`src/hdrs_defs.svh`:
```
/*
  constants of the headset detect result and status block: register offsets,
  field positions, reset values, binning step and timing.
  assumes it is included by bare name wherever a figure is needed.
*/
`ifndef HDRS_DEFS_SVH
`define HDRS_DEFS_SVH

// ----------------------------------------
// register offsets
// ----------------------------------------
`define HDRS_OFS_RESULT   8'h05
`define HDRS_OFS_FLAGS    8'h06
`define HDRS_OFS_MASKS    8'h07

// ----------------------------------------
// reset values and writable bits
// ----------------------------------------
`define HDRS_RST_RESULT   8'h00
`define HDRS_RST_FLAGS    8'h00
`define HDRS_RST_MASKS    8'h00
`define HDRS_WMASK_RESULT 8'h7f
`define HDRS_WMASK_MASKS  8'h1b
`define HDRS_FLAG_BITS    8'h0b

// ----------------------------------------
// field positions
// ----------------------------------------
`define HDRS_GND_BIT      6
`define HDRS_TS_LSB       3
`define HDRS_TR_LSB       0
`define HDRS_ERR_BIT      3
`define HDRS_MIC_BIT      1
`define HDRS_TSR_BIT      0
`define HDRS_TRI_BIT      4

// ----------------------------------------
// impedance binning and timing
// ----------------------------------------
`define HDRS_BIN_OHMS     400
`define HDRS_BIN_COUNT    7
`define HDRS_TRIG_DELAY_MS 120
`define HDRS_CLK_NS       8

`endif

```
`src/hdrs_pkg.sv`:
```
/*
  types of the headset detect result and status block.
  assumes nothing of its surroundings.
*/
`default_nettype none

package hdrs_pkg;

  // ----------------------------------------
  // sequence states and measured band pairs
  // ----------------------------------------
  typedef enum logic [2:0] {
    ST_IDLE, ST_WAIT, ST_MEAS_TS, ST_MEAS_TR, ST_MEAS_RS, ST_DECIDE
  } hdrs_state_t;

  typedef enum logic [1:0] {
    PAIR_TS, PAIR_TR, PAIR_RS
  } hdrs_pair_t;

  // ----------------------------------------
  // switch drive and result layout
  // ----------------------------------------
  typedef struct packed {
    logic mic_sleeve;
    logic mic_ring2;
    logic gnd_sleeve;
    logic gnd_ring2;
  } hdrs_switch_t;

  typedef struct packed {
    logic       rsvd;
    logic       ground_band_location;
    logic [2:0] tip_sleeve_impedance_code;
    logic [2:0] tip_ring2_impedance_code;
  } hdrs_result_t;

endpackage

`default_nettype wire

```
`src/hdrs_zbin.sv`:
```
/*
  impedance binner: turns a measured resistance in ohms into a 3-bit code
  in 400 ohm bins, saturating at code 7.
  assumes the ohms value is stable while it is sampled by the caller.
*/
`default_nettype none
`include "hdrs_defs.svh"

module hdrs_zbin
  import hdrs_pkg::*;
(
  input  wire logic [13:0] ohms_i,
  output logic      [2:0]  code_o
);

  logic [`HDRS_BIN_COUNT-1:0] above;

  // ----------------------------------------
  // one comparator per bin edge
  // ----------------------------------------
  for (genvar k = 0; k < `HDRS_BIN_COUNT; k++) begin : g_edge
    assign above[k] = ohms_i >= 14'((k + 1) * `HDRS_BIN_OHMS);
  end

  // thermometer count gives the bin
  always_comb begin
    code_o = 3'h0;
    for (int k = 0; k < `HDRS_BIN_COUNT; k++) begin
      code_o = code_o + {2'h0, above[k]};
    end
  end

endmodule // hdrs_zbin

`default_nettype wire

```
`src/hdrs_status.sv`:
```
/*
  headset detect result and status: detection sequence, result and flag
  registers, mask register, switch routing and the open-drain indicator.
  assumes a decoded register port from the serial slave, an analog front end
  that measures one band pair per request, and a pull-up on the indicator.
*/
`default_nettype none
`include "hdrs_defs.svh"

module hdrs_status
  import hdrs_pkg::*;
#(
  parameter int unsigned DELAY_CYCLES = (`HDRS_TRIG_DELAY_MS * 1000000) / `HDRS_CLK_NS
)(
  input  wire logic         CLOCK_I,
  input  wire logic         ARST_N_I,
  input  wire logic [7:0]   REG_ADDR_I,
  input  wire logic         REG_WR_I,
  input  wire logic [7:0]   REG_WDATA_I,
  output logic      [7:0]   REG_RDATA_O,
  input  wire logic         TRIG_PIN_I,
  input  wire logic         TRIG_PIN_DIS_I,
  input  wire logic         TRIG_REG_I,
  input  wire logic         AUTO_SWITCH_DISABLE_I,
  input  wire logic         INT_SEL_I,
  output logic              MEAS_REQ_O,
  output hdrs_pair_t        MEAS_PAIR_O,
  input  wire logic         MEAS_DONE_I,
  input  wire logic [13:0]  MEAS_OHMS_I,
  output hdrs_switch_t      SWITCH_O,
  output logic              BUSY_O,
  input  wire logic         MIC_IND_I,
  output logic              MIC_IND_O,
  output logic              MIC_IND_OE_O
);

  hdrs_state_t  state, next_state;
  logic [23:0]  cnt, next_cnt;
  logic [2:0]   ts_code, next_ts_code;
  logic [2:0]   tr_code, next_tr_code;
  logic [2:0]   rs_code, next_rs_code;
  logic         trig_prev;
  logic         trig_rise;
  logic [2:0]   bin_code;
  hdrs_result_t result, next_result, dec_result;
  logic [7:0]   flags, next_flags, dec_flags;
  logic [7:0]   masks, next_masks;
  logic [7:0]   rdata, next_rdata;
  hdrs_switch_t sw, next_sw, dec_sw;
  logic         ind_oe, next_ind_oe;
  logic         shorted;

  // ----------------------------------------
  // impedance binning
  // ----------------------------------------
  hdrs_zbin u_zbin (
    .ohms_i (MEAS_OHMS_I),
    .code_o (bin_code)
  );

  // ----------------------------------------
  // detection sequence
  // ----------------------------------------

  // pin trigger is edge sensitive and can be disabled
  assign trig_rise = TRIG_PIN_I & ~trig_prev & ~TRIG_PIN_DIS_I;

  // next state: trigger, delay after a pin trigger, three measurement steps, decision
  always_comb begin
    next_state   = state;
    next_cnt     = cnt;
    next_ts_code = ts_code;
    next_tr_code = tr_code;
    next_rs_code = rs_code;
    case (state)
      ST_IDLE: begin
        next_cnt = 24'h000000;
        if (TRIG_REG_I) begin
          next_state = ST_MEAS_TS;
        end else if (trig_rise) begin
          next_state = ST_WAIT;
        end
      end
      ST_WAIT: begin
        if (cnt == 24'(DELAY_CYCLES - 1)) begin
          next_state = ST_MEAS_TS;
        end else begin
          next_cnt = cnt + 24'h000001;
        end
      end
      ST_MEAS_TS: begin
        if (MEAS_DONE_I) begin
          next_ts_code = bin_code;
          next_state   = ST_MEAS_TR;
        end
      end
      ST_MEAS_TR: begin
        if (MEAS_DONE_I) begin
          next_tr_code = bin_code;
          next_state   = ST_MEAS_RS;
        end
      end
      ST_MEAS_RS: begin
        if (MEAS_DONE_I) begin
          next_rs_code = bin_code;
          next_state   = ST_DECIDE;
        end
      end
      ST_DECIDE: begin
        next_state = ST_IDLE;
      end
      default: begin
        next_state = ST_IDLE;
      end
    endcase
  end

  // sequence registers
  always_ff @(posedge CLOCK_I or negedge ARST_N_I) begin
    if (!ARST_N_I) begin
      state     <= ST_IDLE;
      cnt       <= 24'h000000;
      ts_code   <= 3'h0;
      tr_code   <= 3'h0;
      rs_code   <= 3'h0;
      trig_prev <= 1'b0;
    end else begin
      state     <= next_state;
      cnt       <= next_cnt;
      ts_code   <= next_ts_code;
      tr_code   <= next_tr_code;
      rs_code   <= next_rs_code;
      trig_prev <= TRIG_PIN_I;
    end
  end

  // front end request follows the measuring states
  always_comb begin
    MEAS_REQ_O  = 1'b1;
    MEAS_PAIR_O = PAIR_TS;
    case (state)
      ST_MEAS_TS: MEAS_PAIR_O = PAIR_TS;
      ST_MEAS_TR: MEAS_PAIR_O = PAIR_TR;
      ST_MEAS_RS: MEAS_PAIR_O = PAIR_RS;
      default:    MEAS_REQ_O  = 1'b0;
    endcase
  end

  // ----------------------------------------
  // classification
  // ----------------------------------------

  // ground band shows a speaker-level impedance, the microphone band a higher one
  always_comb begin
    shorted    = rs_code == 3'h0;
    dec_result = hdrs_result_t'(`HDRS_RST_RESULT);
    dec_result.tip_sleeve_impedance_code = ts_code;
    dec_result.tip_ring2_impedance_code  = tr_code;
    dec_flags  = `HDRS_RST_FLAGS;
    dec_sw     = '0;
    if (shorted) begin
      dec_flags[`HDRS_TSR_BIT] = 1'b1;
      dec_result.ground_band_location = 1'b1;
      dec_sw.gnd_sleeve = 1'b1;
      dec_sw.gnd_ring2  = 1'b1;
    end else if (ts_code == 3'h0 && tr_code != 3'h0) begin
      dec_flags[`HDRS_MIC_BIT] = 1'b1;
      dec_result.ground_band_location = 1'b1;
      dec_sw.mic_ring2  = 1'b1;
      dec_sw.gnd_sleeve = 1'b1;
    end else if (tr_code == 3'h0 && ts_code != 3'h0) begin
      dec_flags[`HDRS_MIC_BIT] = 1'b1;
      dec_result.ground_band_location = 1'b0;
      dec_sw.mic_sleeve = 1'b1;
      dec_sw.gnd_ring2  = 1'b1;
    end else begin
      dec_flags[`HDRS_ERR_BIT] = 1'b1;
    end
  end

  // ----------------------------------------
  // registers, switches and indicator
  // ----------------------------------------

  // software writes, hardware updates at decision, read mux
  always_comb begin
    next_result = result;
    next_flags  = flags;
    next_masks  = masks;
    next_sw     = sw;
    if (REG_WR_I && REG_ADDR_I == `HDRS_OFS_RESULT) begin
      next_result = hdrs_result_t'(REG_WDATA_I & `HDRS_WMASK_RESULT);
    end
    if (REG_WR_I && REG_ADDR_I == `HDRS_OFS_MASKS) begin
      next_masks = REG_WDATA_I & `HDRS_WMASK_MASKS;
    end
    if (state == ST_IDLE && next_state != ST_IDLE) begin
      next_flags = `HDRS_RST_FLAGS;
    end
    if (state == ST_DECIDE) begin
      next_result = dec_result;
      next_flags  = dec_flags;
      if (!AUTO_SWITCH_DISABLE_I) begin
        next_sw = dec_sw;
      end
    end
    case (REG_ADDR_I)
      `HDRS_OFS_RESULT: next_rdata = result;
      `HDRS_OFS_FLAGS:  next_rdata = flags;
      `HDRS_OFS_MASKS:  next_rdata = masks;
      default:          next_rdata = 8'h00;
    endcase
    if (masks[`HDRS_TRI_BIT]) begin
      next_ind_oe = 1'b0;
    end else if (INT_SEL_I) begin
      next_ind_oe = |(flags & ~masks & `HDRS_FLAG_BITS);
    end else begin
      next_ind_oe = flags[`HDRS_MIC_BIT];
    end
  end

  // register bank
  always_ff @(posedge CLOCK_I or negedge ARST_N_I) begin
    if (!ARST_N_I) begin
      result <= hdrs_result_t'(`HDRS_RST_RESULT);
      flags  <= `HDRS_RST_FLAGS;
      masks  <= `HDRS_RST_MASKS;
      rdata  <= 8'h00;
      sw     <= '0;
      ind_oe <= 1'b0;
    end else begin
      result <= next_result;
      flags  <= next_flags;
      masks  <= next_masks;
      rdata  <= next_rdata;
      sw     <= next_sw;
      ind_oe <= next_ind_oe;
    end
  end

  // open drain: only ever pulls low
  assign REG_RDATA_O  = rdata;
  assign SWITCH_O     = sw;
  assign BUSY_O       = state != ST_IDLE;
  assign MIC_IND_O    = 1'b0;
  assign MIC_IND_OE_O = ind_oe;

  // ----------------------------------------
  // checks
  // ----------------------------------------
  logic        ever_done;
  logic [23:0] wait_len;

  // remembers that a detection or a write has touched the result
  always_ff @(posedge CLOCK_I or negedge ARST_N_I) begin
    if (!ARST_N_I) begin
      ever_done <= 1'b0;
    end else if (state == ST_DECIDE || (REG_WR_I && REG_ADDR_I == `HDRS_OFS_RESULT)) begin
      ever_done <= 1'b1;
    end
  end

  // counts the cycles spent waiting after a pin trigger, cleared in idle
  always_ff @(posedge CLOCK_I or negedge ARST_N_I) begin
    if (!ARST_N_I) begin
      wait_len <= 24'h000000;
    end else if (state == ST_WAIT) begin
      wait_len <= wait_len + 24'h000001;
    end else if (state == ST_IDLE) begin
      wait_len <= 24'h000000;
    end
  end
endmodule // hdrs_status

`default_nettype wire

```
`config.mk`:
```
export PLATFORM = sky130hd
export DESIGN_NAME = hdrs_status
export DESIGN_NICKNAME = d
export VERILOG_FILES = /design/src/hdrs_pkg.sv /design/src/hdrs_zbin.sv /design/src/hdrs_status.sv
export VERILOG_INCLUDE_DIRS = /design/src
export SDC_FILE = /design/constraint.sdc
export NUM_CORES = 1
export LEC_CHECK = 0
export BUFFER_PORTS_ARGS = -buffer_cell sky130_fd_sc_hd__buf_2
export CAP_MARGIN = 20
export CELL_PAD_IN_SITES_DETAIL_PLACEMENT = 1
export CELL_PAD_IN_SITES_GLOBAL_PLACEMENT = 1
export CORE_MARGIN = 3
export CORE_UTILIZATION = 44
export DETAILED_ROUTE_END_ITERATION = 10
export GPL_TIMING_DRIVEN = 0
export PLACE_DENSITY = 0.87
export REMOVE_ABC_BUFFERS = 1
export SLEW_MARGIN = 40
export SYNTH_ARGS = -nofsm -noshare
export SYNTH_HDL_FRONTEND = slang
export SYNTH_SLANG_ARGS = --single-unit
```
`constraint.sdc`:
```
create_clock -name CLOCK_I -period 2.3 [get_ports CLOCK_I]
set_clock_uncertainty 0.2 [all_clocks]
set_input_delay 0.46 -clock CLOCK_I [delete_from_list [all_inputs] [get_ports CLOCK_I]]
set_output_delay 0.46 -clock CLOCK_I [all_outputs]
set_load 0.05 [all_outputs]
```
[After elaboration in Yosys (flattened, before gate mapping)]
Index checks and enable logic that the tools add are counted.
Operators by class
  $add $sub $neg: 7
  magnitude comparators: 7
  equal/unequal tests: 10
  multiplexer cells: 31
  bitwise gates (word level): 7
  reduce and logical (&&, ||, !) cells: 23
Operators by type and width (count)
  case mux 24 bit (2 select lines): 1
  greater-or-equal comparator 14 x 11 -> 1 bit, second input constant: 3
  2-to-1 mux 8 bit: 4
  greater-or-equal comparator 14 x 12 -> 1 bit, second input constant: 2
  adder 24 x 1 -> 24 bit, second input constant: 1
  == test 24 bit, second input constant: 1
  == test 8 x 3 -> 1 bit, second input constant: 3
  2-to-1 mux 24 bit: 1
  case mux 8 bit (3 select lines): 1
  2-to-1 mux 3 bit: 6
  adder 3 x 1 -> 3 bit: 5
  case mux 3 bit (5 select lines): 1
  greater-or-equal comparator 14 x 10 -> 1 bit, second input constant: 1
  greater-or-equal comparator 14 x 9 -> 1 bit, second input constant: 1
  2-to-1 mux 1 bit: 13
  zero test 3 bit: 4
  nonzero test 3 bit: 4
  AND reduction 2 bit: 5
  == test 3 x 2 -> 1 bit, second input constant: 2
  == test 3 bit, second input constant: 2
  2-to-1 mux 2 bit: 3
  nonzero test 2 bit: 3
  OR reduction 3 bit: 2
  logical AND 1 bit: 5
  8 further kinds: 11
Storage, ports and cells
  register bits: 70
  input port bits: 40
  output and inout port bits: 18
  logic and storage cells: 103

[Depth between registers and ports, before layout]
  depth after elaboration: 10
  depth in mapped cells: 13
  gate-level depth less buffers: 13

[By module]
From an unflattened synthesis, not the netlist that was laid out.
Unflattened totals
  cells, all modules: 359
  area, all modules: 3437.0 um2
Modules (own cells, without submodules)
  hdrs_status: instances 1, cells each 329, area an instance 3203.1 um2, seq. area each 1576.5 um2
  hdrs_zbin: instances 1, cells each 30, area an instance 234.0 um2, seq. area each 0.0 um2

[Worst setup path after synthesis]
Ideal clock, no wire load.
  kind: input-to-reg
  start point: in MEAS_OHMS_I[13]
  end point: reg ts_code[1]
  library setup time: 125 ps
  data arrival time: 3242 ps
  data required time: 1975 ps
  slack: -1267 ps
  cell stages on the path: 10
  buffers on the path: 0
  cell sequence: nor4_1 nand3b_1 ha_1 fa_1 inv_1 fa_1 inv_1 ha_1 fa_1 mux2_2
Between the ends
  word-level cells in the longest chain between the ends: 7
  elaborated cells on any way between the ends: 13
  classes of those cells: add/sub (6); order compare (7)
Ends and longest elaborated chain
  start, declared: line hdrs_status.sv:29  | input wire logic [13:0] MEAS_OHMS_I,
  greater-or-equal comparator 14 x 9 -> 1 bit or greater-or-equal comparator 14 x 10 -> 1 bit (tied branches): line hdrs_zbin.sv:22  | assign above[k] = ohms_i >= 14'((k + 1) * `HDRS_BIN_OHMS);
  adder 1 x 1 -> 2 bit: line hdrs_zbin.sv:29  | code_o = code_o + {2'h0, above[k]};
  adder 3 x 1 -> 3 bit (4 in a row): line hdrs_zbin.sv:29
  adder 3 x 1 -> 3 bit *: line hdrs_zbin.sv:29
  net bin_code[1]: line hdrs_status.sv:44  | logic [2:0] bin_code;
  end signal, assigned: line hdrs_status.sv:130  | ts_code <= next_ts_code;
  end, declared: line hdrs_status.sv:39  | logic [2:0] ts_code, next_ts_code;
The timed path passes the listed nets; every way through them passes the cells marked *.
A chain may end at the register's enable or synchronous reset.

[Final worst setup path]
  start point: in MEAS_OHMS_I[11]
  end point: reg tr_code[1]
Between the ends
  word-level cells in the longest chain between the ends: 7
  elaborated cells on any way between the ends: 13
  classes of those cells: add/sub (6); order compare (7)
Ends and longest elaborated chain
  greater-or-equal comparator 14 x 9 -> 1 bit or greater-or-equal comparator 14 x 10 -> 1 bit (tied branches): line hdrs_zbin.sv:22
  adder 1 x 1 -> 2 bit: line hdrs_zbin.sv:29
  adder 3 x 1 -> 3 bit (4 in a row): line hdrs_zbin.sv:29
  adder 3 x 1 -> 3 bit *: line hdrs_zbin.sv:29
  net bin_code[1]: line hdrs_status.sv:44
  end signal, assigned: line hdrs_status.sv:131  | tr_code <= next_tr_code;
  end, declared: line hdrs_status.sv:40  | logic [2:0] tr_code, next_tr_code;
Marks and branches as above.

==> flow_summary_export.csv <==
group,metric,value,unit
status,run_status,"complete, but fails checks",
status,violations,"negative setup slack",
placement,place_area,3760,um^2
logic_synthesis,syn_area_per_cell,10.0,um^2
critical_path,required,2.33,ns
critical_path,crit_path_end_kind,"register",
clocking,clk_path_buf_depth,2,
flow_run,maxCapViolations,0,
placement,routabilityCongestion,0.778,
floorplanning,initial_core_util,0.465,
pwr,power.total,3.96,mW
final_layout,finalNetCount,450,
logic_synthesis,ys_ff_latch,63,
critical_path,crit_fanout,3,
sta,final_max_slew_viol_count,0,
global_routing,grt_use_total,0.211,
global_routing,grt_pass1_wl,14800,um
placement,hpwl,6080,um
clocking,path_clk_slew,0.07,ns
floorplanning,die_w,94.5,um
floorplanning,rows,31,
hold_path,min-delay-start,"TRIG_PIN_I",
critical_path,critPathLaunch,"MEAS_OHMS_I[11]",
routing,vias_per_cell,5.62,
placement,io_buffer_count,49,
critical_path,critPathKind,"input pin to register",
final_layout,drive_gt1_frac,0.272,
critical_path,critPathLaunchType,"input pin",
placement,place_ws,-1.69,ns
logic_synthesis,yosys_warnings,0,
logic_synthesis,synth_cells,343,
final_layout,n_antenna_cell,0,
placement,placed_cells,480,
sta,min_period,3.28,ns
final_layout,multi_input_area,1850,um^2
pwr,power_density,962,nW/um^2
clocking,cts.sink_count,63,
floorplanning,die_h,94.5,um
final_layout,finalNonFillerCells,504,
sta,fin_ws,-0.982,ns
global_routing,grt.overflow.total,0,
sta,slew-limit-headroom,0.526,
logic_synthesis,synth_cell_types,57,
logic_synthesis,synth_top_cell_area_share,0.457,
logic_synthesis,synth-main-ff-cell,"dfrtp_1",
floorplanning,fp.coreArea,7410,um^2
logic_synthesis,synth_edf_count,0,
sta,clock.fmax,305,MHz
global_routing,grt_pass1_vias,3052,
hold_path,min_path_type,"input pin to register",
clocking,cts_tree,"done",
routing,drt_wl_total,8940,um
sta,finalSetupTns,-7.33,ns
floorplanning,boundaryPins,58,
final_layout,n_fill_cell,862,
routing,routed-via-count,2834,
final_layout,fin_util,0.556,
final_layout,area_growth_syn_to_layout,19.5,%
routing,drc_errors,0,
clocking,clk_latency,0.34,ns
final_layout,post-route-cell-area,4120,um^2
routing,drt_iter0_drc,104,
critical_path,reg2reg_from,"state[2]$_DFF_PN0_",
logic_synthesis,synth_area,3450,um^2
clocking,numCtsBuffers,9,
sta,finalSetupViolCount,9,
sta,hold_viol,0,
sta,worstMarginPinSlew,0.705,ns
global_routing,grt_max_degree,45,
floorplanning,fp.dieArea,8930,um^2
sta,whs,0.0609,ns
global_routing,antenna_found_initial,0,
clocking,cts_root_buffer,"clkbuf_8",
pwr,leakagePower,1.86,nW
logic_synthesis,ys_seq_area_frac,0.457,
critical_path,cp.arrival,3.31,ns
logic_synthesis,synth_top_cell_by_area,"dfrtp_1",
logic_synthesis,synthTopCellsByArea,"dfrtp_1 46%, nor2_1 5.0%, mux2_2 4.6%, xor2_1 3.0%, nand2_1 2.9%",
routing,firstDrtPassIters,4,
logic_synthesis,synth-async-reset-ratio,1.00,
sta,min_period_over_period,1.43,
final_layout,final-seq-area,1580,um^2
routing,ant_nets,0,
clocking,h-tree-depth,3,
sta,rsz0062_at_grt,"true",
pwr,peakVddDrop,653,uV
routing,routedWlPerCell,17.7,um
[logic make-up (layout without fill, tap and decap cells)]
kind of cell             count (synthesis)  count (layout)  share of synthesized area
buffers and inverters                   25              86                     0.0363
XOR/XNOR                                15              15                     0.0381
multiplexers                            26              26                     0.0817
AO/OA/AOI/OAI                           58              58                      0.118
flip-flops                              63              63                      0.457
AND/OR/NAND/NOR                        146             146                      0.229
adder cells (fa/ha/maj)                  9               9                     0.0392
other                                    1               2                    0.00109
[flip-flops by register name, indices dropped and copies added, names as in the netlist]
register,cells
result,7
state,3
ts_code,3
tr_code,3
trig_prev,1
cnt,24
REG_RDATA_O,7
rs_code,3
MIC_IND_OE_O,1
masks,4
flags,3
SWITCH_O,4
[where the power goes]
group | internal (mW) | switching (mW) | total, mW | leakage [nW]
Combinational | 0.587 | 0.930 | 1.52 | 0.967
Sequential | 1.36 | 0.267 | 1.62 | 0.817
Clock | 0.415 | 0.409 | 0.824 | 0.0805
[routing by layer]
layer	up-vias	global-route usage	share of wire
met5	-	0	0
met4	0	0.102	0.017
met3	10	0.0255	0.036
met2	54	0.360	0.52
met1	1435	0.265	0.43
li1	1335	-	-
[layout by cell type, fill, tap and decap left out, types with 3 or more instances in the layout]
cell type,instances
nor2_2,3
nand4_1,8
a21oi_1,11
buf_2,45
o311ai_1,3
a22oi_1,4
nor3b_1,3
inv_1,10
or3_1,5
o21ai_0,6
nand2b_1,3
nor2b_1,5
nand3b_1,6
clkbuf_8,10
a21o_1,5
clkbuf_1,4
buf_4,10
and2_1,3
mux2_1,3
o211ai_1,4
mux2_2,10
ha_1,5
nor2_1,45
mux2i_1,9
dfrtp_1,60
nor3_1,4
mux2_4,4
nand3_1,15
xor2_1,12
nand2_1,27
a22o_1,7
[cells in the mapped netlist, drive strengths merged (2+ instances only)]
| master | number |
|---|---|
| a211oi | 2 |
| a21o | 5 |
| a21oi | 13 |
| a22o | 7 |
| a22oi | 4 |
| and2 | 3 |
| buf | 6 |
| clkbuf | 7 |
| dfrtp | 63 |
| fa | 3 |
| ha | 6 |
| inv | 12 |
| mux2 | 17 |
| mux2i | 9 |
| nand2 | 27 |
| nand2b | 3 |
| nand3 | 15 |
| nand3b | 6 |
| nand4 | 9 |
| nand4b | 2 |
| nor2 | 49 |
| nor2b | 6 |
| nor3 | 6 |
| nor3b | 3 |
| nor4 | 5 |
| o211ai | 4 |
| o21ai | 8 |
| o311ai | 7 |
| or2 | 3 |
| or3 | 5 |
| xnor2 | 3 |
| xor2 | 12 |
[worst max-delay path, stage by stage]
cell and delay (ns):
buf_8 0.10, nor4_4 0.31, nand2_1 0.11, ha_1 0.32, fa_1 0.53, inv_2 0.04
fa_1 0.49, inv_2 0.05, ha_4 0.15, fa_2 0.46, mux2_4 0.29
[cell type report]
cell class,count,area share
sequential,63,0.384
inverter,12,0.0109
timing repair buffer,59,0.0865
clock buffer,14,0.0370
tap,99,0.0301
clock inverter,1,0.00121
multi-input combinational,256,0.450
[path summary, 6_finish.rpt]
path	end	slack (ns)	cells after the start
worst max-delay path	tr_code[1]$_DFFE_PN0P_	-0.98	11
worst min-delay path	trig_prev$_DFF_PN0_	0.06	1
worst max register to register	cnt[18]$_DFFE_PN0P_	0.16	5
worst min register to register	MIC_IND_OE_O$_DFF_PN0_	0.26	1
max in group asynchronous	state[0]$_DFF_PN0_	0.99	3
min in group asynchronous	cnt[22]$_DFFE_PN0P_	0.36	2
[timing repair]
action,CTS,global route
buffers inserted,3,5
setup endpoints to repair,23,15
hold buffers,1,0
gates resized for setup,29,6
endpoints found under the hold margin,19,0
pin swaps,15,1
Power figures use the tool's default switching activity.
